===== src/logic/transition_filter_defines.vh =====
`ifndef TRANSITION_FILTER_DEFINES_VH
`define TRANSITION_FILTER_DEFINES_VH

// register selectors on the command port
`define SEL_MEAS_RISE 4'h0
`define SEL_MEAS_FALL 4'h1
`define SEL_QUES_RISE 4'h2
`define SEL_OPER_RISE 4'h3
`define SEL_TRIG_RISE 4'h4
`define SEL_ARM_RISE 4'h5
`define SEL_SEQ_RISE 4'h6
`define SEL_MEAS_ENABLE 4'h7
`define SEL_MEAS_EVENT 4'h8
`define SEL_MEAS_COND 4'h9
`define SEL_PRESET 4'hA

// measurement event bit positions
`define BIT_OVER_RANGE 0
`define BIT_FIRST_LOWER 1
`define BIT_FIRST_UPPER 2
`define BIT_SECOND_LOWER 3
`define BIT_SECOND_UPPER 4
`define BIT_READING_READY 5
`define BIT_UNDER_RANGE 6
`define BIT_BUFFER_DATA 7
`define BIT_BUFFER_HALF 8
`define BIT_BUFFER_FULL 9
`define BIT_PRETRIGGER 11
`define BIT_NOISE_SPIKE 12
`define BIT_COMPLIANCE 14

// assigned measurement positions; B10, B13 and B15 are unassigned
`define MEAS_VALID_BITS 16'h5BFF

// reset values
`define MEAS_RISE_RESET 16'h5BFF
`define MEAS_FALL_RESET 16'h0000
`define GROUP_RISE_RESET 16'hFFFF
`define MEAS_ENABLE_RESET 16'h0000

`endif


===== src/logic/measurement_transition_filter.v =====
// Notes on behaviour
// - rising means condition went zero to one
// - enabled rising transition sets event bit
// - mask value is weighted bit sum
// - six groups each keep rising mask
// - rising mask one enables, zero disables
// - falling mask one enables, zero disables
// - over range condition drives bit B0
// - first lower limit drives bit B1
// - first upper limit drives bit B2
// - second lower limit drives bit B3
// - second upper limit drives bit B4
// - reading ready drives bit B5
// - reading under range drives bit B6
// - buffer has data drives bit B7
// - buffer half drives bit B8
// - buffer full drives bit B9
// - buffer pretrigger drives bit B11
// - noise spike drives bit B12
// - source compliance drives bit B14
// - enable mask gates event to summary
`timescale 1ns/1ns
`include "transition_filter_defines.vh"

module measurement_transition_filter
(
  input wire ref_clk,
  input wire sys_rst,
  input wire reading_over_range,
  input wire first_lower_limit,
  input wire first_upper_limit,
  input wire second_lower_limit,
  input wire second_upper_limit,
  input wire reading_ready,
  input wire reading_under_range,
  input wire buffer_has_data,
  input wire buffer_half,
  input wire buffer_full_flag,
  input wire buffer_pretrigger,
  input wire noise_spike_flag,
  input wire source_compliance,
  input wire cmd_valid,
  input wire cmd_write,
  input wire [3:0] cmd_sel,
  input wire [15:0] cmd_value,
  output reg reply_valid,
  output reg [15:0] reply_value,
  output reg measurement_summary,
  output reg [15:0] questionable_rising_mask,
  output reg [15:0] operation_rising_mask,
  output reg [15:0] trigger_rising_mask,
  output reg [15:0] arm_rising_mask,
  output reg [15:0] sequence_rising_mask
);

  wire [15:0] cond_raw;
  reg [15:0] cond_s1;
  reg [15:0] cond_s2;
  reg [15:0] cond_s3;
  reg [15:0] cond_now;
  reg [15:0] cond_last;
  reg [15:0] measurement_rising_mask;
  reg [15:0] measurement_falling_mask;
  reg [15:0] measurement_enable;
  reg [15:0] measurement_event;
  reg [15:0] next_event;
  reg [15:0] next_reply;
  wire [15:0] rise_bits;
  wire [15:0] fall_bits;
  wire [15:0] hit_bits;
  wire write_cmd;
  wire read_cmd;

  // only assigned positions are storable, the rest read back zero
  function [15:0] meas_field;
    input [15:0] value;
    begin
      meas_field = value & `MEAS_VALID_BITS;
    end
  endfunction

  assign cond_raw = {
    1'b0,
    source_compliance,
    1'b0,
    noise_spike_flag,
    buffer_pretrigger,
    1'b0,
    buffer_full_flag,
    buffer_half,
    buffer_has_data,
    reading_under_range,
    reading_ready,
    second_upper_limit,
    second_lower_limit,
    first_upper_limit,
    first_lower_limit,
    reading_over_range
  };

  assign write_cmd = cmd_valid & cmd_write;
  assign read_cmd = cmd_valid & ~cmd_write;

  // condition levels arrive from other logic; a change is accepted only
  // once the second and third stages agree, so one-cycle glitches vanish;
  // conditions already high at release count as rising, the stages start at zero
  always @(posedge ref_clk)
  begin
    if (sys_rst)
    begin
      cond_s1 <= 16'h0000;
      cond_s2 <= 16'h0000;
      cond_s3 <= 16'h0000;
      cond_now <= 16'h0000;
      cond_last <= 16'h0000;
    end
    else
    begin
      cond_s1 <= cond_raw;
      cond_s2 <= cond_s1;
      cond_s3 <= cond_s2;
      cond_now <= (cond_s2 & cond_s3) | (cond_now & (cond_s2 ^ cond_s3));
      cond_last <= cond_now;
    end
  end

  assign rise_bits = cond_now & ~cond_last & measurement_rising_mask;
  assign fall_bits = ~cond_now & cond_last & measurement_falling_mask;
  assign hit_bits = meas_field(rise_bits | fall_bits);

  // a hit in the clearing cycle survives, so no transition is lost
  // sticky, set wins
  always @*
  begin
    next_event = measurement_event;
    if (cmd_valid && (cmd_sel == `SEL_MEAS_EVENT))
    begin
      next_event = 16'h0000;
    end
    else if (write_cmd && (cmd_sel == `SEL_PRESET))
    begin
      next_event = 16'h0000;
    end
    next_event = next_event | hit_bits;
  end

  always @*
  begin
    next_reply = 16'h0000;
    if (cmd_sel == `SEL_MEAS_RISE)
    begin
      next_reply = meas_field(measurement_rising_mask);
    end
    else if (cmd_sel == `SEL_MEAS_FALL)
    begin
      next_reply = meas_field(measurement_falling_mask);
    end
    else if (cmd_sel == `SEL_QUES_RISE)
    begin
      next_reply = questionable_rising_mask;
    end
    else if (cmd_sel == `SEL_OPER_RISE)
    begin
      next_reply = operation_rising_mask;
    end
    else if (cmd_sel == `SEL_TRIG_RISE)
    begin
      next_reply = trigger_rising_mask;
    end
    else if (cmd_sel == `SEL_ARM_RISE)
    begin
      next_reply = arm_rising_mask;
    end
    else if (cmd_sel == `SEL_SEQ_RISE)
    begin
      next_reply = sequence_rising_mask;
    end
    else if (cmd_sel == `SEL_MEAS_ENABLE)
    begin
      next_reply = meas_field(measurement_enable);
    end
    else if (cmd_sel == `SEL_MEAS_EVENT)
    begin
      next_reply = measurement_event;
    end
    else if (cmd_sel == `SEL_MEAS_COND)
    begin
      next_reply = cond_now;
    end
  end

  always @(posedge ref_clk)
  begin
    if (sys_rst)
    begin
      measurement_rising_mask <= `MEAS_RISE_RESET;
      measurement_falling_mask <= `MEAS_FALL_RESET;
      measurement_enable <= `MEAS_ENABLE_RESET;
      questionable_rising_mask <= `GROUP_RISE_RESET;
      operation_rising_mask <= `GROUP_RISE_RESET;
      trigger_rising_mask <= `GROUP_RISE_RESET;
      arm_rising_mask <= `GROUP_RISE_RESET;
      sequence_rising_mask <= `GROUP_RISE_RESET;
    end
    else if (write_cmd)
    begin
      if (cmd_sel == `SEL_MEAS_RISE)
      begin
        measurement_rising_mask <= meas_field(cmd_value);
      end
      else if (cmd_sel == `SEL_MEAS_FALL)
      begin
        measurement_falling_mask <= meas_field(cmd_value);
      end
      else if (cmd_sel == `SEL_QUES_RISE)
      begin
        questionable_rising_mask <= cmd_value;
      end
      else if (cmd_sel == `SEL_OPER_RISE)
      begin
        operation_rising_mask <= cmd_value;
      end
      else if (cmd_sel == `SEL_TRIG_RISE)
      begin
        trigger_rising_mask <= cmd_value;
      end
      else if (cmd_sel == `SEL_ARM_RISE)
      begin
        arm_rising_mask <= cmd_value;
      end
      else if (cmd_sel == `SEL_SEQ_RISE)
      begin
        sequence_rising_mask <= cmd_value;
      end
      else if (cmd_sel == `SEL_MEAS_ENABLE)
      begin
        measurement_enable <= meas_field(cmd_value);
      end
      else if (cmd_sel == `SEL_PRESET)
      begin
        // preset restores every mask to its power-on pattern
        measurement_rising_mask <= `MEAS_RISE_RESET;
        measurement_falling_mask <= `MEAS_FALL_RESET;
        measurement_enable <= `MEAS_ENABLE_RESET;
        questionable_rising_mask <= `GROUP_RISE_RESET;
        operation_rising_mask <= `GROUP_RISE_RESET;
        trigger_rising_mask <= `GROUP_RISE_RESET;
        arm_rising_mask <= `GROUP_RISE_RESET;
        sequence_rising_mask <= `GROUP_RISE_RESET;
      end
    end
  end

  always @(posedge ref_clk)
  begin
    if (sys_rst)
    begin
      measurement_event <= 16'h0000;
      measurement_summary <= 1'b0;
      reply_valid <= 1'b0;
      reply_value <= 16'h0000;
    end
    else
    begin
      measurement_event <= next_event;
      measurement_summary <= |(next_event & measurement_enable);
      reply_valid <= read_cmd;
      // reply holds its last value so the host may sample late
      if (read_cmd)
      begin
        reply_value <= next_reply;
      end
    end
  end

endmodule


===== config.mk =====
export PLATFORM = sky130hd
export DESIGN_NAME = measurement_transition_filter
export DESIGN_NICKNAME = d
export VERILOG_FILES = /design/src/logic/measurement_transition_filter.v
export VERILOG_INCLUDE_DIRS = /design/src /design/src/logic
export SDC_FILE = /design/constraint.sdc
export NUM_CORES = 1
export LEC_CHECK = 0
export ABC_AREA = 1
export BUFFER_PORTS_ARGS = -buffer_cell sky130_fd_sc_hd__buf_2
export CAP_MARGIN = 20
export CORE_UTILIZATION = 51
export CTS_CLUSTER_SIZE = 10
export DETAILED_ROUTE_END_ITERATION = 16
export PLACE_DENSITY = 0.76
export SKIP_LAST_GASP = 1
export SYNTH_ARGS = -nofsm -noshare
export SYNTH_HDL_FRONTEND = slang
export SYNTH_SLANG_ARGS = --single-unit

===== constraint.sdc =====
create_clock -name ref_clk -period 1.5 [get_ports ref_clk]
set_input_delay 0.15 -clock ref_clk [delete_from_list [all_inputs] [get_ports ref_clk]]
set_output_delay 0.15 -clock ref_clk [all_outputs]
set_load 0.005 [all_outputs]

==> flow_summary.html, run 1 <==
<table>
<tr><th>Metric</th><th>Value</th></tr>
<tr><th colspan="2">Timing</th></tr>
<tr><td>Worst clock skew</td><td>between 10 and 15 ps</td></tr>
<tr><td>Share of the clock period used by the worst path after layout</td><td>93.4%</td></tr>
<tr><td>RSZ-0062 raised after global routing</td><td>yes</td></tr>
<tr><td>Setup violation total in the final timing report</td><td>0</td></tr>
<tr><td>Hold Fails Final Rpt</td><td>0</td></tr>
<tr><td>Number of pins exceeding their max-slew limit in the final report</td><td>0</td></tr>
<tr><td>Post-layout minimum cycle time</td><td>around 1400 ps</td></tr>
<tr><td>Relative slew margins</td><td>about 42%</td></tr>
<tr><td>Worst setup slack after layout</td><td>about 100 ps</td></tr>
<tr><td>Worst-margin pin slew</td><td>863 ps</td></tr>
<tr><td>Max Freq</td><td>714 MHz</td></tr>
<tr><th colspan="2">Clock network</th></tr>
<tr><td>Clock insertion delay at the later pin of the skew report</td><td>approximately 520 ps</td></tr>
<tr><td>TritonCTS Sinks</td><td>215</td></tr>
<tr><td>CTS max path bufs</td><td>3</td></tr>
<tr><td>CTS Buf Count</td><td>25</td></tr>
<tr><td>Number of levels in the clock H-tree</td><td>1</td></tr>
<tr><td>Clock tree from TritonCTS</td><td>yes</td></tr>
<tr><td>CTS Root Cell</td><td>sky130_fd_sc_hd__clkbuf_16</td></tr>
<tr><td>Count of buffers added by post-CTS timing repair for setup</td><td>0</td></tr>
<tr><td>Clk pin slew, worst setup/hold paths</td><td>50 ps</td></tr>
<tr><th colspan="2">Routing</th></tr>
<tr><td>Final ANT Viol Nets</td><td>0</td></tr>
<tr><td>First-iteration detailed-routing DRC count</td><td>just under 1000</td></tr>
<tr><td>Average wire length per cell after detail routing</td><td>between 15 and 20 um</td></tr>
<tr><td>Via density</td><td>approximately 5.6</td></tr>
<tr><td>Remaining DRCs</td><td>0</td></tr>
<tr><td>Vias after detailed routing</td><td>roughly 8900</td></tr>
<tr><td>First-pass detailed-route iteration total</td><td>7</td></tr>
<tr><td>Routed Wire Length</td><td>27.3 mm</td></tr>
<tr><th colspan="2">Floorplan</th></tr>
<tr><td>Die height</td><td>between 100 and 150 um</td></tr>
<tr><td>Effective utilization at floorplan</td><td>around 52%</td></tr>
<tr><td>Die extent in x</td><td>approximately 130 um</td></tr>
<tr><td>Num rows</td><td>between 40 and 50</td></tr>
<tr><td>Core Region</td><td>about 17000 um^2</td></tr>
<tr><td>DIE AREA</td><td>17500 um^2</td></tr>
<tr><td>I/O pin count</td><td>~140</td></tr>
<tr><th colspan="2">Power and ir drop</th></tr>
<tr><td>Cell-internal power</td><td>just over 9 mW</td></tr>
<tr><td>Leakage power</td><td>4.94 nW</td></tr>
<tr><td>Switch share</td><td>between 20% and 30%</td></tr>
<tr><td>Register share of total power</td><td>48.8%</td></tr>
<tr><td>Switching component of the power</td><td>approximately 2.8 mW</td></tr>
<tr><td>Clock network fraction of design power</td><td>43.7%</td></tr>
<tr><td>Total power divided by cell area</td><td>approximately 1100 nW/um^2</td></tr>
<tr><td>Part of the total power dissipated in combinational logic</td><td>7.5%</td></tr>
<tr><td>IR drop worst, VDD</td><td>875 uV</td></tr>
<tr><th colspan="2">Critical path</th></tr>
<tr><td>Register-to-register setup slack</td><td>100 ps</td></tr>
<tr><td>R2r startpoint</td><td>measurement_enable[5]</td></tr>
<tr><td>Most numerous cell on the critical path</td><td>sky130_fd_sc_hd__nand3_1</td></tr>
<tr><td>Number of cells on the critical path</td><td>8</td></tr>
<tr><td>Crit path cell chain</td><td>nand3_1 -&gt; nand3_1 -&gt; nor2_1 -&gt; nand4_1 -&gt; nand2_1 -&gt; nand3_1 -&gt; nand2_1 -&gt; a21oi_1</td></tr>
<tr><td>Endpoint of the most critical register-to-register path</td><td>reply_value[5]</td></tr>
<tr><td>Worst setup path endpoint</td><td>reply_value[5]</td></tr>
<tr><td>Setup crit end kind</td><td>flip-flop</td></tr>
<tr><td>Count of cells along the worst register-to-register path</td><td>8</td></tr>
<tr><td>Largest fanout on the critical path</td><td>3</td></tr>
<tr><td>Buffers &amp; Inverters on Critical Path</td><td>0</td></tr>
<tr><td>Required time reported for the critical path endpoint</td><td>~1900 ps</td></tr>
<tr><td>Worst setup path start</td><td>measurement_enable[5]</td></tr>
<tr><td>Start-to-end type of the worst setup path</td><td>reg -&gt; reg</td></tr>
<tr><td>Slowest cell on crit path</td><td>sky130_fd_sc_hd__dfxtp_1</td></tr>
<tr><td>Crit-path max cell delay</td><td>approximately 340 ps</td></tr>
<tr><td>Dominant delay contributor by cell family on the critical path</td><td>simple AND/OR/NAND/NOR gates</td></tr>
<tr><td>Startpoint Class</td><td>flip-flop</td></tr>
<tr><td>Arrival time at the worst endpoint</td><td>approximately 1800 ps</td></tr>
<tr><th colspan="2">Global routing</th></tr>
<tr><td>Global-route wire length before repair</td><td>approximately 44 mm</td></tr>
<tr><td>Number of antenna violations at the first check in global routing</td><td>0</td></tr>
<tr><td>Global route overflow</td><td>0</td></tr>
<tr><td>Via count of the first global-routing pass</td><td>8449</td></tr>
<tr><td>Overall routing resource usage</td><td>a little under a third</td></tr>
<tr><td>Pin count of the biggest net entering global routing</td><td>a little under 70</td></tr>
<tr><th colspan="2">Synthesis</th></tr>
<tr><td>Ranking of synthesized cells by instance count</td><td>sky130_fd_sc_hd__nand2_1 (260), sky130_fd_sc_hd__dfxtp_1 (215), sky130_fd_sc_hd__nand3_1 (131)</td></tr>
<tr><td>Top FF cell, synth</td><td>sky130_fd_sc_hd__dfxtp_1</td></tr>
<tr><td>Area contributors post-synth</td><td>sky130_fd_sc_hd__dfxtp_1 (50%), sky130_fd_sc_hd__nand2_1 (11%), sky130_fd_sc_hd__nand3_1 (7.6%), sky130_fd_sc_hd__o22ai_1 (5.6%), sky130_fd_sc_hd__nor2_1 (5.4%)</td></tr>
<tr><td>Post-synth design cell area</td><td>slightly below 9000 um^2</td></tr>
<tr><td>Gate Count Post-Synth</td><td>~1200</td></tr>
<tr><td>Portion of synthesized cell area occupied by the leading cell type</td><td>49.6%</td></tr>
<tr><td>Async S/R FF share, synth</td><td>0%</td></tr>
<tr><td>Cell variety after synth</td><td>26</td></tr>
<tr><td>Cell type contributing the most total cell area after synthesis</td><td>sky130_fd_sc_hd__dfxtp_1</td></tr>
<tr><td>Flop and latch count out of synthesis</td><td>215</td></tr>
<tr><td>Cell with the most instances after synthesis</td><td>sky130_fd_sc_hd__nand2_1</td></tr>
<tr><td>Post-synthesis sequential area ratio</td><td>between 40 and 50%</td></tr>
<tr><td>Number of synthesized flops with an enable pin</td><td>0</td></tr>
<tr><td>Average footprint of a synthesized cell</td><td>roughly 7.5 um^2</td></tr>
<tr><td>Warnings, synthesis</td><td>0</td></tr>
<tr><td>Syn_nets</td><td>approximately 1200</td></tr>
<tr><th colspan="2">Cells and area</th></tr>
<tr><td>Area of the multi-input gates</td><td>between 3000 and 4000 um^2</td></tr>
<tr><td>Antenna diode count</td><td>0</td></tr>
<tr><td>Area taken by flip-flops and latches</td><td>about 4300 um^2</td></tr>
<tr><td>Fraction of final layout cells sized beyond drive strength 1</td><td>between 20% and 30%</td></tr>
<tr><td>Post-Layout Inst Area</td><td>11100 um^2</td></tr>
<tr><td>Final-stage net count</td><td>~1400</td></tr>
<tr><td>Area added between synthesis and finish</td><td>27.5%</td></tr>
<tr><td>Fillers</td><td>~1400</td></tr>
<tr><th colspan="2">Placed design</th></tr>
<tr><td>Port Buffer Count</td><td>about 130</td></tr>
<tr><td>HPWL after detailed placement</td><td>roughly 19 mm</td></tr>
<tr><td>Post-placement worst setup slack</td><td>-389 ps</td></tr>
<tr><td>Placed cell areas</td><td>10100 um^2</td></tr>
<tr><td>Placer's final routability congestion estimate</td><td>about 0.95</td></tr>
<tr><th colspan="2">Flow run</th></tr>
<tr><td>Max-cap check violation count</td><td>0</td></tr>
<tr><th colspan="2">Min path</th></tr>
<tr><td>Hold Path Class</td><td>in -&gt; reg</td></tr>
<tr><th colspan="2">Outcome</th></tr>
<tr><td>Run status</td><td>finished clean</td></tr>
</table>
-- kinds of logic after synthesis --
family,after synthesis,synth area share [%]
DFF,215,49.6
and+or+nand+nor,539,26.1
AOI/OAI and AO/OA,216,14.3
buffers and inverters,181,8.14
adders and majority gates,13,1.88
-- flip-flops by register name, summed over array words and instances (netlist names), 16 cells and up --
register,cells
trigger_rising_mask,16
questionable_rising_mask,16
sequence_rising_mask,16
reply_value,16
operation_rising_mask,16
arm_rising_mask,16
-- per-stage QoR --
stage	utilization (%)	hold slack [ps]	setup TNS (ps)	power, mW	std cells
floorplan	-	257	0	6.42	1164
global placement	61.2	349	-12190	6.80	1535
detailed placement	61.2	356	-17720	6.81	1535
CTS	66.5	1.13	0	12.1	1585
global route	66.7	34.1	-9.93	12.4	1585
finish	66.7	14.1	0	12.0	1585
-- layout by cell type, fill, tap and decap left out --
master,Yosys,routed
sky130_fd_sc_hd__nor3_2,1,1
sky130_fd_sc_hd__nor4_1,1,1
sky130_fd_sc_hd__a21oi_2,3,3
sky130_fd_sc_hd__inv_2,11,12
sky130_fd_sc_hd__a31oi_1,13,12
sky130_fd_sc_hd__o211ai_1,12,12
sky130_fd_sc_hd__nand2_2,2,2
sky130_fd_sc_hd__inv_6,0,1
sky130_fd_sc_hd__o31ai_1,1,1
sky130_fd_sc_hd__buf_2,21,133
sky130_fd_sc_hd__a31oi_2,0,1
sky130_fd_sc_hd__clkbuf_1,53,1
sky130_fd_sc_hd__buf_12,0,10
sky130_fd_sc_hd__ha_1,13,13
sky130_fd_sc_hd__o22ai_1,77,77
sky130_fd_sc_hd__nand3_1,131,130
sky130_fd_sc_hd__nand2_1,260,259
sky130_fd_sc_hd__o21ai_0,26,26
sky130_fd_sc_hd__nor2_2,5,6
sky130_fd_sc_hd__or2_2,1,1
sky130_fd_sc_hd__nand2_4,0,1
sky130_fd_sc_hd__buf_4,0,84
sky130_fd_sc_hd__bufinv_16,0,1
sky130_fd_sc_hd__a21oi_1,81,81
sky130_fd_sc_hd__nand4_1,10,10
sky130_fd_sc_hd__nor2_1,125,122
sky130_fd_sc_hd__dlygate4sd3_1,0,22
sky130_fd_sc_hd__inv_1,91,90
sky130_fd_sc_hd__o21ai_1,3,3
sky130_fd_sc_hd__dfxtp_1,215,214
sky130_fd_sc_hd__clkbuf_16,0,25
sky130_fd_sc_hd__clkinv_1,3,3
sky130_fd_sc_hd__nand3_2,0,1
sky130_fd_sc_hd__nor2_4,3,5
sky130_fd_sc_hd__dfxtp_2,0,1
-- final cells by class --
cell class              count  area share [%]
clock buffers              26            5.69
clock inverters             2           0.351
inverters                 105            3.56
multi-input cells         768            33.5
flip-flops and latches    215            38.9
well taps                 220            2.49
repair buffers            249            15.5
-- worst min-delay path by stage --
stage | from | end | slack [ps] | depth (start not counted)
final | cmd_value[1] | measurement_falling_mask[1] | 10 | 3
after floorplan | reading_over_range | cond_s1[0] | 260 | 2
after detailed placement | first_lower_limit | cond_s1[1] | 360 | 3
after CTS | cmd_value[1] | measurement_falling_mask[1] | 1 | 3
after global placement | first_upper_limit | cond_s1[2] | 350 | 3
after global routing | cmd_value[8] | measurement_falling_mask[8] | 30 | 3
-- routing by layer --
metal  vias up  routed length [um]  share of wire, %  track usage (%)
met5         -                   0                 0                0
met4         0                1150               4.2             13.9
met3        88                2670               9.8             5.75
met2       508               12300                45             49.1
met1      4090               11200                41             41.5
li1       4242                   -                 -                -
-- repair_timing --
item | 4_1_cts | 5_1_grt
hold buffers | 22 | 0
endpoints found under the hold margin | 41 | 0
resized for setup | 0 | 8
endpoints found under the setup margin | 0 | 4
-- power groups by stage --
stage               Clock [mW]  Combinational (mW)  Sequential [mW]
floorplan                    0               0.449             5.97
global placement             0               0.823             5.98
CTS                       5.33               0.882             5.86
global route              5.57               0.979             5.87
finish                    5.25               0.901             5.86
detailed placement           0               0.830             5.98
-- tightest hold or removal path, delay by kind of cell --
kind	cells	cell delay, ps
AND/OR/NAND/NOR	1	100
buffers and inverters	1	170
AO/OA/AOI/OAI	1	60
(Power assumes the default switching activity.)
==> inputs of run 2 (changes only) <==
- CORE_ASPECT_RATIO: default -> 0.5
==> run 2 against run 1 <==
Clock power increased by 1%. Setup slack got worse by 25 ps. Global-route usage increased by 1.3 points. Non-clock buffer count decreased by 2. Utilization increased by 0.33 points. Power increased by 0.26%. Clock skew increased by 0.66 ps. Die area increased by 0.18%. Final cell count increased by 0.32%. Flip-flop and latch count unchanged. Cell area about the same. First-iteration DRC count increased by 19%. Critical path type unchanged. Critical endpoint is now measurement_summary. Largest cell class unchanged. Largest power group unchanged. Highest routed layer unchanged.
==> flow_summary.html, run 2 (synthesis results as in run 1) <==
<table>
<tr><th>Metric</th><th>Value</th></tr>
<tr><th colspan="2">Outcome</th></tr>
<tr><td>Run status</td><td>finished clean</td></tr>
<tr><th colspan="2">Power and ir drop</th></tr>
<tr><td>Switch share</td><td>23.3% (+0.30 points)</td></tr>
<tr><td>Part of the total power dissipated in combinational logic</td><td>7.3% (-0.2 points)</td></tr>
<tr><td>Leakage power</td><td>4.93 nW (about the same)</td></tr>
<tr><td>Switching component of the power</td><td>2.81 mW (+1.6%)</td></tr>
<tr><td>Clock network fraction of design power</td><td>44.0% (+0.3 points)</td></tr>
<tr><td>Total power divided by cell area</td><td>1090 nW/um^2 (+0.18%)</td></tr>
<tr><td>Power after layout</td><td>12.1 mW (+0.26%)</td></tr>
<tr><td>IR drop worst, VDD</td><td>1310 uV (+50%)</td></tr>
<tr><td>Cell-internal power</td><td>9.24 mW (-0.14%)</td></tr>
<tr><td>Register share of total power</td><td>48.7% (about the same)</td></tr>
<tr><th colspan="2">Critical path</th></tr>
<tr><td>Crit-path max cell delay</td><td>440 ps (+100 ps)</td></tr>
<tr><td>Setup crit end kind</td><td>flip-flop</td></tr>
<tr><td>Arrival time at the worst endpoint</td><td>1810 ps (+30 ps)</td></tr>
<tr><td>Most numerous cell on the critical path</td><td>sky130_fd_sc_hd__nand2_1</td></tr>
<tr><td>Start-to-end type of the worst setup path</td><td>reg -&gt; reg</td></tr>
<tr><td>Count of cells along the worst register-to-register path</td><td>9 (+1)</td></tr>
<tr><td>Worst setup path endpoint</td><td>measurement_summary</td></tr>
<tr><td>R2r startpoint</td><td>cond_now[9]</td></tr>
<tr><td>Startpoint Class</td><td>flip-flop</td></tr>
<tr><td>Register-to-register setup slack</td><td>70 ps (-20 ps)</td></tr>
<tr><td>Required time reported for the critical path endpoint</td><td>1880 ps (about the same)</td></tr>
<tr><td>Crit path cell chain</td><td>inv_1 -&gt; a31oi_1 -&gt; nand2_1 -&gt; nand2_1 -&gt; nand2_1 -&gt; nor2_1 -&gt; nand2_1 -&gt; nor2_1 -&gt; nor2_1</td></tr>
<tr><td>Endpoint of the most critical register-to-register path</td><td>measurement_summary</td></tr>
<tr><td>Slowest cell on crit path</td><td>sky130_fd_sc_hd__dfxtp_1</td></tr>
<tr><td>Largest fanout on the critical path</td><td>4 (+1)</td></tr>
<tr><td>Worst setup path start</td><td>cond_now[9]</td></tr>
<tr><th colspan="2">Cells and area</th></tr>
<tr><td>Count of non-filler cells in the finished layout</td><td>1590 (+0.32%)</td></tr>
<tr><td>Antenna diode count</td><td>0 (unchanged)</td></tr>
<tr><td>Area added between synthesis and finish</td><td>27.6% (about the same)</td></tr>
<tr><td>Most frequent standard cell in the layout excluding fill and tap cells</td><td>sky130_fd_sc_hd__nand2_1</td></tr>
<tr><td>Fraction of final layout cells sized beyond drive strength 1</td><td>22.2% (+1.1 points)</td></tr>
<tr><td>Post-Layout Inst Area</td><td>11100 um^2 (about the same)</td></tr>
<tr><td>Fillers</td><td>1386 (-4.0%)</td></tr>
<tr><td>Final-stage net count</td><td>1412 (-0.14%)</td></tr>
<tr><td>Post-Route Utilization</td><td>67.0% (+0.33 points)</td></tr>
<tr><td>Most frequent cells in the layout</td><td>sky130_fd_sc_hd__nand2_1 (258), sky130_fd_sc_hd__dfxtp_1 (206), sky130_fd_sc_hd__buf_2 (133), sky130_fd_sc_hd__nand3_1 (131), sky130_fd_sc_hd__nor2_1 (123)</td></tr>
<tr><th colspan="2">Global routing</th></tr>
<tr><td>Pin count of the biggest net entering global routing</td><td>116 (+68%)</td></tr>
<tr><td>Via count of the first global-routing pass</td><td>8033 (-4.9%)</td></tr>
<tr><td>Overall routing resource usage</td><td>32.4% (+1.3 points)</td></tr>
<tr><td>Global route overflow</td><td>0 (unchanged)</td></tr>
<tr><td>Number of antenna violations at the first check in global routing</td><td>0 (unchanged)</td></tr>
<tr><td>Global-route wire length before repair</td><td>44.3 mm (+1.9%)</td></tr>
<tr><th colspan="2">Timing</th></tr>
<tr><td>Number of pins exceeding their max-slew limit in the final report</td><td>0 (unchanged)</td></tr>
<tr><td>Max Freq</td><td>702 MHz (-1.7%)</td></tr>
<tr><td>Relative slew margins</td><td>60.9% (+18 points)</td></tr>
<tr><td>Worst setup slack after layout</td><td>74.7 ps (-24.5 ps)</td></tr>
<tr><td>Post-layout minimum cycle time</td><td>1430 ps (+24.5 ps)</td></tr>
<tr><td>Share of the clock period used by the worst path after layout</td><td>95.0% (+1.6 points)</td></tr>
<tr><td>Setup violation total in the final timing report</td><td>0 (unchanged)</td></tr>
<tr><td>Worst clock skew</td><td>15.6 ps (+0.664 ps)</td></tr>
<tr><td>Worst-margin pin slew</td><td>583 ps (-281 ps)</td></tr>
<tr><td>Worst Hold Margin</td><td>17.9 ps (+3.78 ps)</td></tr>
<tr><td>Hold Fails Final Rpt</td><td>0 (unchanged)</td></tr>
<tr><td>Summed negative setup slack over all endpoints</td><td>0 ps (unchanged)</td></tr>
<tr><th colspan="2">Routing</th></tr>
<tr><td>Vias after detailed routing</td><td>8983 (+0.62%)</td></tr>
<tr><td>First-iteration detailed-routing DRC count</td><td>1171 (+19%)</td></tr>
<tr><td>Average wire length per cell after detail routing</td><td>17.9 um (+4.0%)</td></tr>
<tr><td>Via density</td><td>5.65 (+0.30%)</td></tr>
<tr><td>Routed Wire Length</td><td>28.5 mm (+4.3%)</td></tr>
<tr><td>First-pass detailed-route iteration total</td><td>6 (-1)</td></tr>
<tr><td>Remaining DRCs</td><td>0 (unchanged)</td></tr>
<tr><td>Final ANT Viol Nets</td><td>0 (unchanged)</td></tr>
<tr><th colspan="2">Floorplan</th></tr>
<tr><td>Core Region</td><td>16500 um^2 (-0.41%)</td></tr>
<tr><td>Die extent in x</td><td>186 um (+41%)</td></tr>
<tr><td>DIE AREA</td><td>17600 um^2 (+0.18%)</td></tr>
<tr><td>Num rows</td><td>33 (-30%)</td></tr>
<tr><td>I/O pin count</td><td>135 (unchanged)</td></tr>
<tr><td>Die height</td><td>94.2 um (-29%)</td></tr>
<tr><td>Effective utilization at floorplan</td><td>52.5% (+0.21 points)</td></tr>
<tr><th colspan="2">Clock network</th></tr>
<tr><td>Number of levels in the clock H-tree</td><td>1 (unchanged)</td></tr>
<tr><td>CTS Root Cell</td><td>sky130_fd_sc_hd__clkbuf_16</td></tr>
<tr><td>CTS max path bufs</td><td>3 (unchanged)</td></tr>
<tr><td>CTS Buf Count</td><td>25 (unchanged)</td></tr>
<tr><td>TritonCTS Sinks</td><td>215 (unchanged)</td></tr>
<tr><td>Clk pin slew, worst setup/hold paths</td><td>50 ps (about the same)</td></tr>
<tr><td>Clock insertion delay at the later pin of the skew report</td><td>530 ps (about the same)</td></tr>
<tr><td>Clock tree from TritonCTS</td><td>yes</td></tr>
<tr><th colspan="2">Placed design</th></tr>
<tr><td>Post-placement worst setup slack</td><td>-360 ps (+28.9 ps)</td></tr>
<tr><td>Placed cell areas</td><td>10200 um^2 (+0.23%)</td></tr>
<tr><td>Placer's final routability congestion estimate</td><td>1.03 (+7.9%)</td></tr>
<tr><td>HPWL after detailed placement</td><td>20.7 mm (+7.5%)</td></tr>
<tr><td>Number of instances in the placed design</td><td>1544 (+0.59%)</td></tr>
<tr><td>Port Buffer Count</td><td>134 (unchanged)</td></tr>
<tr><th colspan="2">Min path</th></tr>
<tr><td>Hold Path Class</td><td>in -&gt; reg</td></tr>
<tr><th colspan="2">Flow run</th></tr>
<tr><td>Max-cap check violation count</td><td>0 (unchanged)</td></tr>
</table>
[run 2: final cells by class]
| cell class | count | area (um^2) | share of cell area [%] |
|---|---|---|---|
| Sequential cell | 215 | 4320 | 39.0 |
| Multi-Input combinational cell | 768 | 3710 | 33.6 |
| Timing Repair Buffer | 247 | 1690 | 15.3 |
| Clock buffer | 26 | 629 | 5.69 |
| Inverter | 105 | 397 | 3.58 |
| Tap cell | 227 | 284 | 2.57 |
| Clock inverter | 2 | 38.8 | 0.350 |
[run 2: critical path, delay by kind of cell (launching register included)]
| family | cells | cell delay [ps] |
|---|---|---|
| AOI/OAI and AO/OA | 1 | 240 |
| buffers and inverters | 1 | 90 |
| DFF | 1 | 440 |
| and+or+nand+nor | 7 | 530 |
[run 2: per-layer routing]
metal	vias to the layer above	GRT usage, %	part of all wire, %
li1	4243	-	-
met1	4089	47.4	44
met2	586	45.9	40
met3	65	8.78	13
met4	0	8.68	2.4
met5	-	0	0
[run 2: worst min-delay path by stage]
stage | start | endpoint | slack [ps] | cells after the start
after floorplan | reading_over_range | cond_s1[0] | 260 | 2
after global placement | reading_over_range | cond_s1[0] | 350 | 3
after detailed placement | buffer_full_flag | cond_s1[9] | 360 | 3
after CTS | cmd_value[2] | measurement_falling_mask[2] | 2 | 3
after global routing | cmd_value[12] | measurement_enable[12] | 20 | 3
final | cmd_value[11] | measurement_enable[11] | 20 | 3
[run 2: power by group through the flow]
stage          clock (mW)  sequential (mW)  combinational (mW)
2_1_floorplan           0             5.97               0.449
3_3_place_gp            0             5.99               0.800
3_5_place_dp            0             5.99               0.812
4_1_cts              5.36             5.87               0.851
5_1_grt              5.62             5.87               0.951
6_report             5.30             5.87               0.878
[run 2: what timing repair did]
item,4_1_cts,5_1_grt
endpoints found under the setup margin,0,1
gates resized for setup,0,20
endpoints found under the hold margin,35,0
hold buffers,17,0
buffers inserted,0,2
==> inputs of run 3 (changes only) <==
- CORE_UTILIZATION: 51 -> 40
- PLACE_DENSITY: 0.76 -> default
- SETUP_SLACK_MARGIN: default -> 0.3
==> run 3 against run 2 <==
Clock-buffer cell count stayed put. Flip-flop and latch count stayed put. Sequential share of layout area is 2.6 points lower. Register-to-register slack better by 30 ps. Cell area is 9.7% higher. First-iteration DRC count is 40% lower. Utilization is 8.9 points lower. Via count is 1.1% lower. Critical path type unchanged. Sequential power hardly changed. Setup slack better by 28 ps. Die area is 27% higher. Largest power group unchanged.
==> flow_summary.html, run 3 (synthesis results as in run 1) <==
<table>
<tr><th>Metric</th><th>Value</th></tr>
<tr><th colspan="2">Power and ir drop</th></tr>
<tr><td>Switching component of the power</td><td>2.92 mW (+4.0%)</td></tr>
<tr><td>Leakage power</td><td>5.26 nW (+6.6%)</td></tr>
<tr><td>Cell-internal power</td><td>9.29 mW (+0.52%)</td></tr>
<tr><td>Clock network fraction of design power</td><td>43.8% (-0.2 points)</td></tr>
<tr><td>Power after layout</td><td>12.2 mW (+1.3%)</td></tr>
<tr><td>Part of the total power dissipated in combinational logic</td><td>8.2% (+0.9 points)</td></tr>
<tr><td>Total power divided by cell area</td><td>1010 nW/um^2 (-7.6%)</td></tr>
<tr><td>Register share of total power</td><td>47.9% (-0.8 points)</td></tr>
<tr><td>Switch share</td><td>23.9% (+0.61 points)</td></tr>
<tr><td>IR drop worst, VDD</td><td>559 uV (-57%)</td></tr>
<tr><th colspan="2">Placed design</th></tr>
<tr><td>Post-placement worst setup slack</td><td>-631 ps (-271 ps)</td></tr>
<tr><td>Port Buffer Count</td><td>134 (unchanged)</td></tr>
<tr><td>Placer's final routability congestion estimate</td><td>0.931 (-9.6%)</td></tr>
<tr><td>Placed cell areas</td><td>10400 um^2 (+2.5%)</td></tr>
<tr><td>HPWL after detailed placement</td><td>20.9 mm (+0.78%)</td></tr>
<tr><th colspan="2">Routing</th></tr>
<tr><td>Routed Wire Length</td><td>30.0 mm (+5.3%)</td></tr>
<tr><td>Via density</td><td>5.30 (-6.2%)</td></tr>
<tr><td>Average wire length per cell after detail routing</td><td>17.9 um (-0.11%)</td></tr>
<tr><td>First-pass detailed-route iteration total</td><td>5 (-1)</td></tr>
<tr><td>Remaining DRCs</td><td>0 (unchanged)</td></tr>
<tr><td>Final ANT Viol Nets</td><td>0 (unchanged)</td></tr>
<tr><td>Vias after detailed routing</td><td>8885 (-1.1%)</td></tr>
<tr><td>First-iteration detailed-routing DRC count</td><td>702 (-40%)</td></tr>
<tr><th colspan="2">Global routing</th></tr>
<tr><td>Number of antenna violations at the first check in global routing</td><td>0 (unchanged)</td></tr>
<tr><td>Global route overflow</td><td>0 (unchanged)</td></tr>
<tr><td>Overall routing resource usage</td><td>26.1% (-6.3 points)</td></tr>
<tr><td>Pin count of the biggest net entering global routing</td><td>123 (+6.0%)</td></tr>
<tr><td>Via count of the first global-routing pass</td><td>8044 (+0.14%)</td></tr>
<tr><td>Global-route wire length before repair</td><td>45.4 mm (+2.3%)</td></tr>
<tr><th colspan="2">Cells and area</th></tr>
<tr><td>Final-stage net count</td><td>1433 (+1.5%)</td></tr>
<tr><td>Most frequent cells in the layout</td><td>sky130_fd_sc_hd__nand2_1 (243), sky130_fd_sc_hd__dfxtp_1 (137), sky130_fd_sc_hd__buf_2 (132), sky130_fd_sc_hd__nor2_1 (103), sky130_fd_sc_hd__buf_4 (91)</td></tr>
<tr><td>Area added between synthesis and finish</td><td>40.0%</td></tr>
<tr><td>Fillers</td><td>1905 (+37%)</td></tr>
<tr><td>Post-Layout Inst Area</td><td>12100 um^2 (+9.7%)</td></tr>
<tr><td>Antenna diode count</td><td>0 (unchanged)</td></tr>
<tr><td>Fraction of final layout cells sized beyond drive strength 1</td><td>35.2% (+13 points)</td></tr>
<tr><td>Most frequent standard cell in the layout excluding fill and tap cells</td><td>sky130_fd_sc_hd__nand2_1</td></tr>
<tr><th colspan="2">Critical path</th></tr>
<tr><td>Worst setup path start</td><td>cond_now[0]</td></tr>
<tr><td>Crit-path max cell delay</td><td>380 ps (-60 ps)</td></tr>
<tr><td>Count of cells along the worst register-to-register path</td><td>9 (unchanged)</td></tr>
<tr><td>Worst setup path endpoint</td><td>measurement_summary</td></tr>
<tr><td>Dominant delay contributor by cell family on the critical path</td><td>simple AND/OR/NAND/NOR gates</td></tr>
<tr><td>Startpoint Class</td><td>flip-flop</td></tr>
<tr><td>Required time reported for the critical path endpoint</td><td>1890 ps (about the same)</td></tr>
<tr><td>R2r startpoint</td><td>cond_now[0]</td></tr>
<tr><td>Start-to-end type of the worst setup path</td><td>reg -&gt; reg</td></tr>
<tr><td>Largest fanout on the critical path</td><td>4 (unchanged)</td></tr>
<tr><td>Most numerous cell on the critical path</td><td>sky130_fd_sc_hd__nand2_1</td></tr>
<tr><td>Slowest cell on crit path</td><td>sky130_fd_sc_hd__dfxtp_4</td></tr>
<tr><td>Arrival time at the worst endpoint</td><td>1790 ps (-20 ps)</td></tr>
<tr><td>Buffers &amp; Inverters on Critical Path</td><td>1 (unchanged)</td></tr>
<tr><td>Setup crit end kind</td><td>flip-flop</td></tr>
<tr><td>Register-to-register setup slack</td><td>100 ps (+30 ps)</td></tr>
<tr><td>Crit path cell chain</td><td>inv_1 -&gt; a31oi_2 -&gt; nand2_1 -&gt; nand2_1 -&gt; nand2_1 -&gt; nor2_1 -&gt; nand2_1 -&gt; nor2_4 -&gt; nor2_1</td></tr>
<tr><td>Endpoint of the most critical register-to-register path</td><td>measurement_summary</td></tr>
<tr><td>Number of cells on the critical path</td><td>9 (unchanged)</td></tr>
<tr><th colspan="2">Timing</th></tr>
<tr><td>Hold Fails Final Rpt</td><td>0 (unchanged)</td></tr>
<tr><td>Post-layout minimum cycle time</td><td>1400 ps (-27.6 ps)</td></tr>
<tr><td>Worst setup slack after layout</td><td>102 ps (+27.6 ps)</td></tr>
<tr><td>Summed negative setup slack over all endpoints</td><td>0 ps (unchanged)</td></tr>
<tr><td>Worst clock skew</td><td>10.7 ps (-4.92 ps)</td></tr>
<tr><td>Worst-margin pin slew</td><td>619 ps (+36.1 ps)</td></tr>
<tr><td>RSZ-0062 raised after global routing</td><td>yes</td></tr>
<tr><td>Relative slew margins</td><td>58.8% (-2.2 points)</td></tr>
<tr><td>Worst Hold Margin</td><td>22.1 ps (+4.18 ps)</td></tr>
<tr><td>Max Freq</td><td>715 MHz (+2.0%)</td></tr>
<tr><td>Number of pins exceeding their max-slew limit in the final report</td><td>0 (unchanged)</td></tr>
<tr><td>Share of the clock period used by the worst path after layout</td><td>93.2% (-1.8 points)</td></tr>
<tr><td>Setup violation total in the final timing report</td><td>0 (unchanged)</td></tr>
<tr><th colspan="2">Min path</th></tr>
<tr><td>Hold Path Class</td><td>in -&gt; reg</td></tr>
<tr><th colspan="2">Clock network</th></tr>
<tr><td>Clock tree from TritonCTS</td><td>yes</td></tr>
<tr><td>CTS Root Cell</td><td>sky130_fd_sc_hd__clkbuf_16</td></tr>
<tr><td>CTS max path bufs</td><td>3 (unchanged)</td></tr>
<tr><td>Clk pin slew, worst setup/hold paths</td><td>60 ps (about the same)</td></tr>
<tr><td>Clock insertion delay at the later pin of the skew report</td><td>530 ps (about the same)</td></tr>
<tr><td>Number of levels in the clock H-tree</td><td>1 (unchanged)</td></tr>
<tr><td>TritonCTS Sinks</td><td>215 (unchanged)</td></tr>
<tr><td>CTS Buf Count</td><td>25 (unchanged)</td></tr>
<tr><th colspan="2">Outcome</th></tr>
<tr><td>Run status</td><td>finished clean</td></tr>
<tr><th colspan="2">Floorplan</th></tr>
<tr><td>Core Region</td><td>20900 um^2 (+26%)</td></tr>
<tr><td>Effective utilization at floorplan</td><td>41.5% (-11 points)</td></tr>
<tr><td>DIE AREA</td><td>22300 um^2 (+27%)</td></tr>
<tr><td>Num rows</td><td>37 (+12%)</td></tr>
<tr><td>Die extent in x</td><td>210 um (+13%)</td></tr>
<tr><td>Die height</td><td>106 um (+13%)</td></tr>
<tr><td>I/O pin count</td><td>135 (unchanged)</td></tr>
<tr><th colspan="2">Flow run</th></tr>
<tr><td>Max-cap check violation count</td><td>0 (unchanged)</td></tr>
</table>
-- run 3: cell count changes in the layout (fill, tap and decap cells not counted), moves of 7 or more --
cell / delta
sky130_fd_sc_hd__nand3_2: +32
sky130_fd_sc_hd__nor2_1: -20
sky130_fd_sc_hd__nand3_4: +15
sky130_fd_sc_hd__dfxtp_2: +60
sky130_fd_sc_hd__nand2_1: -15
sky130_fd_sc_hd__dfxtp_1: -69
sky130_fd_sc_hd__dfxtp_4: +9
sky130_fd_sc_hd__nand2_2: +11
sky130_fd_sc_hd__o22ai_2: +7
sky130_fd_sc_hd__nor2_2: +9
sky130_fd_sc_hd__nand3_1: -46
sky130_fd_sc_hd__o22ai_1: -7
sky130_fd_sc_hd__buf_6: +9
sky130_fd_sc_hd__nor2_4: +11
-- run 3: stage by stage --
step,util (%),std cells
2_1_floorplan,-,1164
3_3_place_gp,49.9,1608
3_5_place_dp,49.9,1608
4_1_cts,55.6,1665
5_1_grt,58.2,1676
6_report,58.2,1676
-- run 3: how the worst min path moves through the flow --
stage	slack, ps	endpoint	cells after the start	startpoint
after CTS	1	measurement_falling_mask[4]	3	cmd_value[4]
final	20	measurement_enable[5]	3	cmd_value[5]
after floorplan	260	cond_s1[0]	2	reading_over_range
after global routing	8	measurement_falling_mask[2]	3	cmd_value[2]
after detailed placement	360	cond_s1[2]	3	first_upper_limit
after global placement	360	cond_s1[2]	3	first_upper_limit
-- run 3: layer usage --
layer	GRT usage, %	routed length, um	vias up
met1	38.6	13900	4161
met2	38.4	12600	399
met4	4.64	370	0
li1	-	-	4289
met5	0	0	-
met3	6.32	3090	36
-- run 3: layout make-up --
class	count	area [um^2]	share of cell area (%)
clock inverter	2	38.8	0.319
clock buffer	26	629	5.18
timing repair buffer	267	1950	16.0
sequential	215	4420	36.4
tap	292	365	3.01
multi-input combinational	769	4330	35.6
inverter	105	413	3.40
-- run 3: power by group through the flow --
stage / Clock (mW) / Combinational, mW / Sequential, mW
floorplan: 0 / 0.487 / 5.97
global placement: 0 / 0.846 / 5.99
global route: 5.67 / 1.08 / 5.86
finish: 5.35 / 1.01 / 5.85
CTS: 5.42 / 0.921 / 5.86
detailed placement: 0 / 0.853 / 5.99
-- run 3: worst reg2reg max path: cells and delay by family (launching register included) --
kind / cells / cell delay, ps
flops: 1 / 380
simple gates: 7 / 640
buf+inv: 1 / 60
compound gates: 1 / 200
-- run 3: timing repair --
action	4_1_cts	5_1_grt
gates cloned	0	1
setup endpoints to repair	62	127
pin swaps	30	44
setup buffers	9	10
gates resized for setup	76	138
hold buffers	20	0
endpoints found under the hold margin	35	0
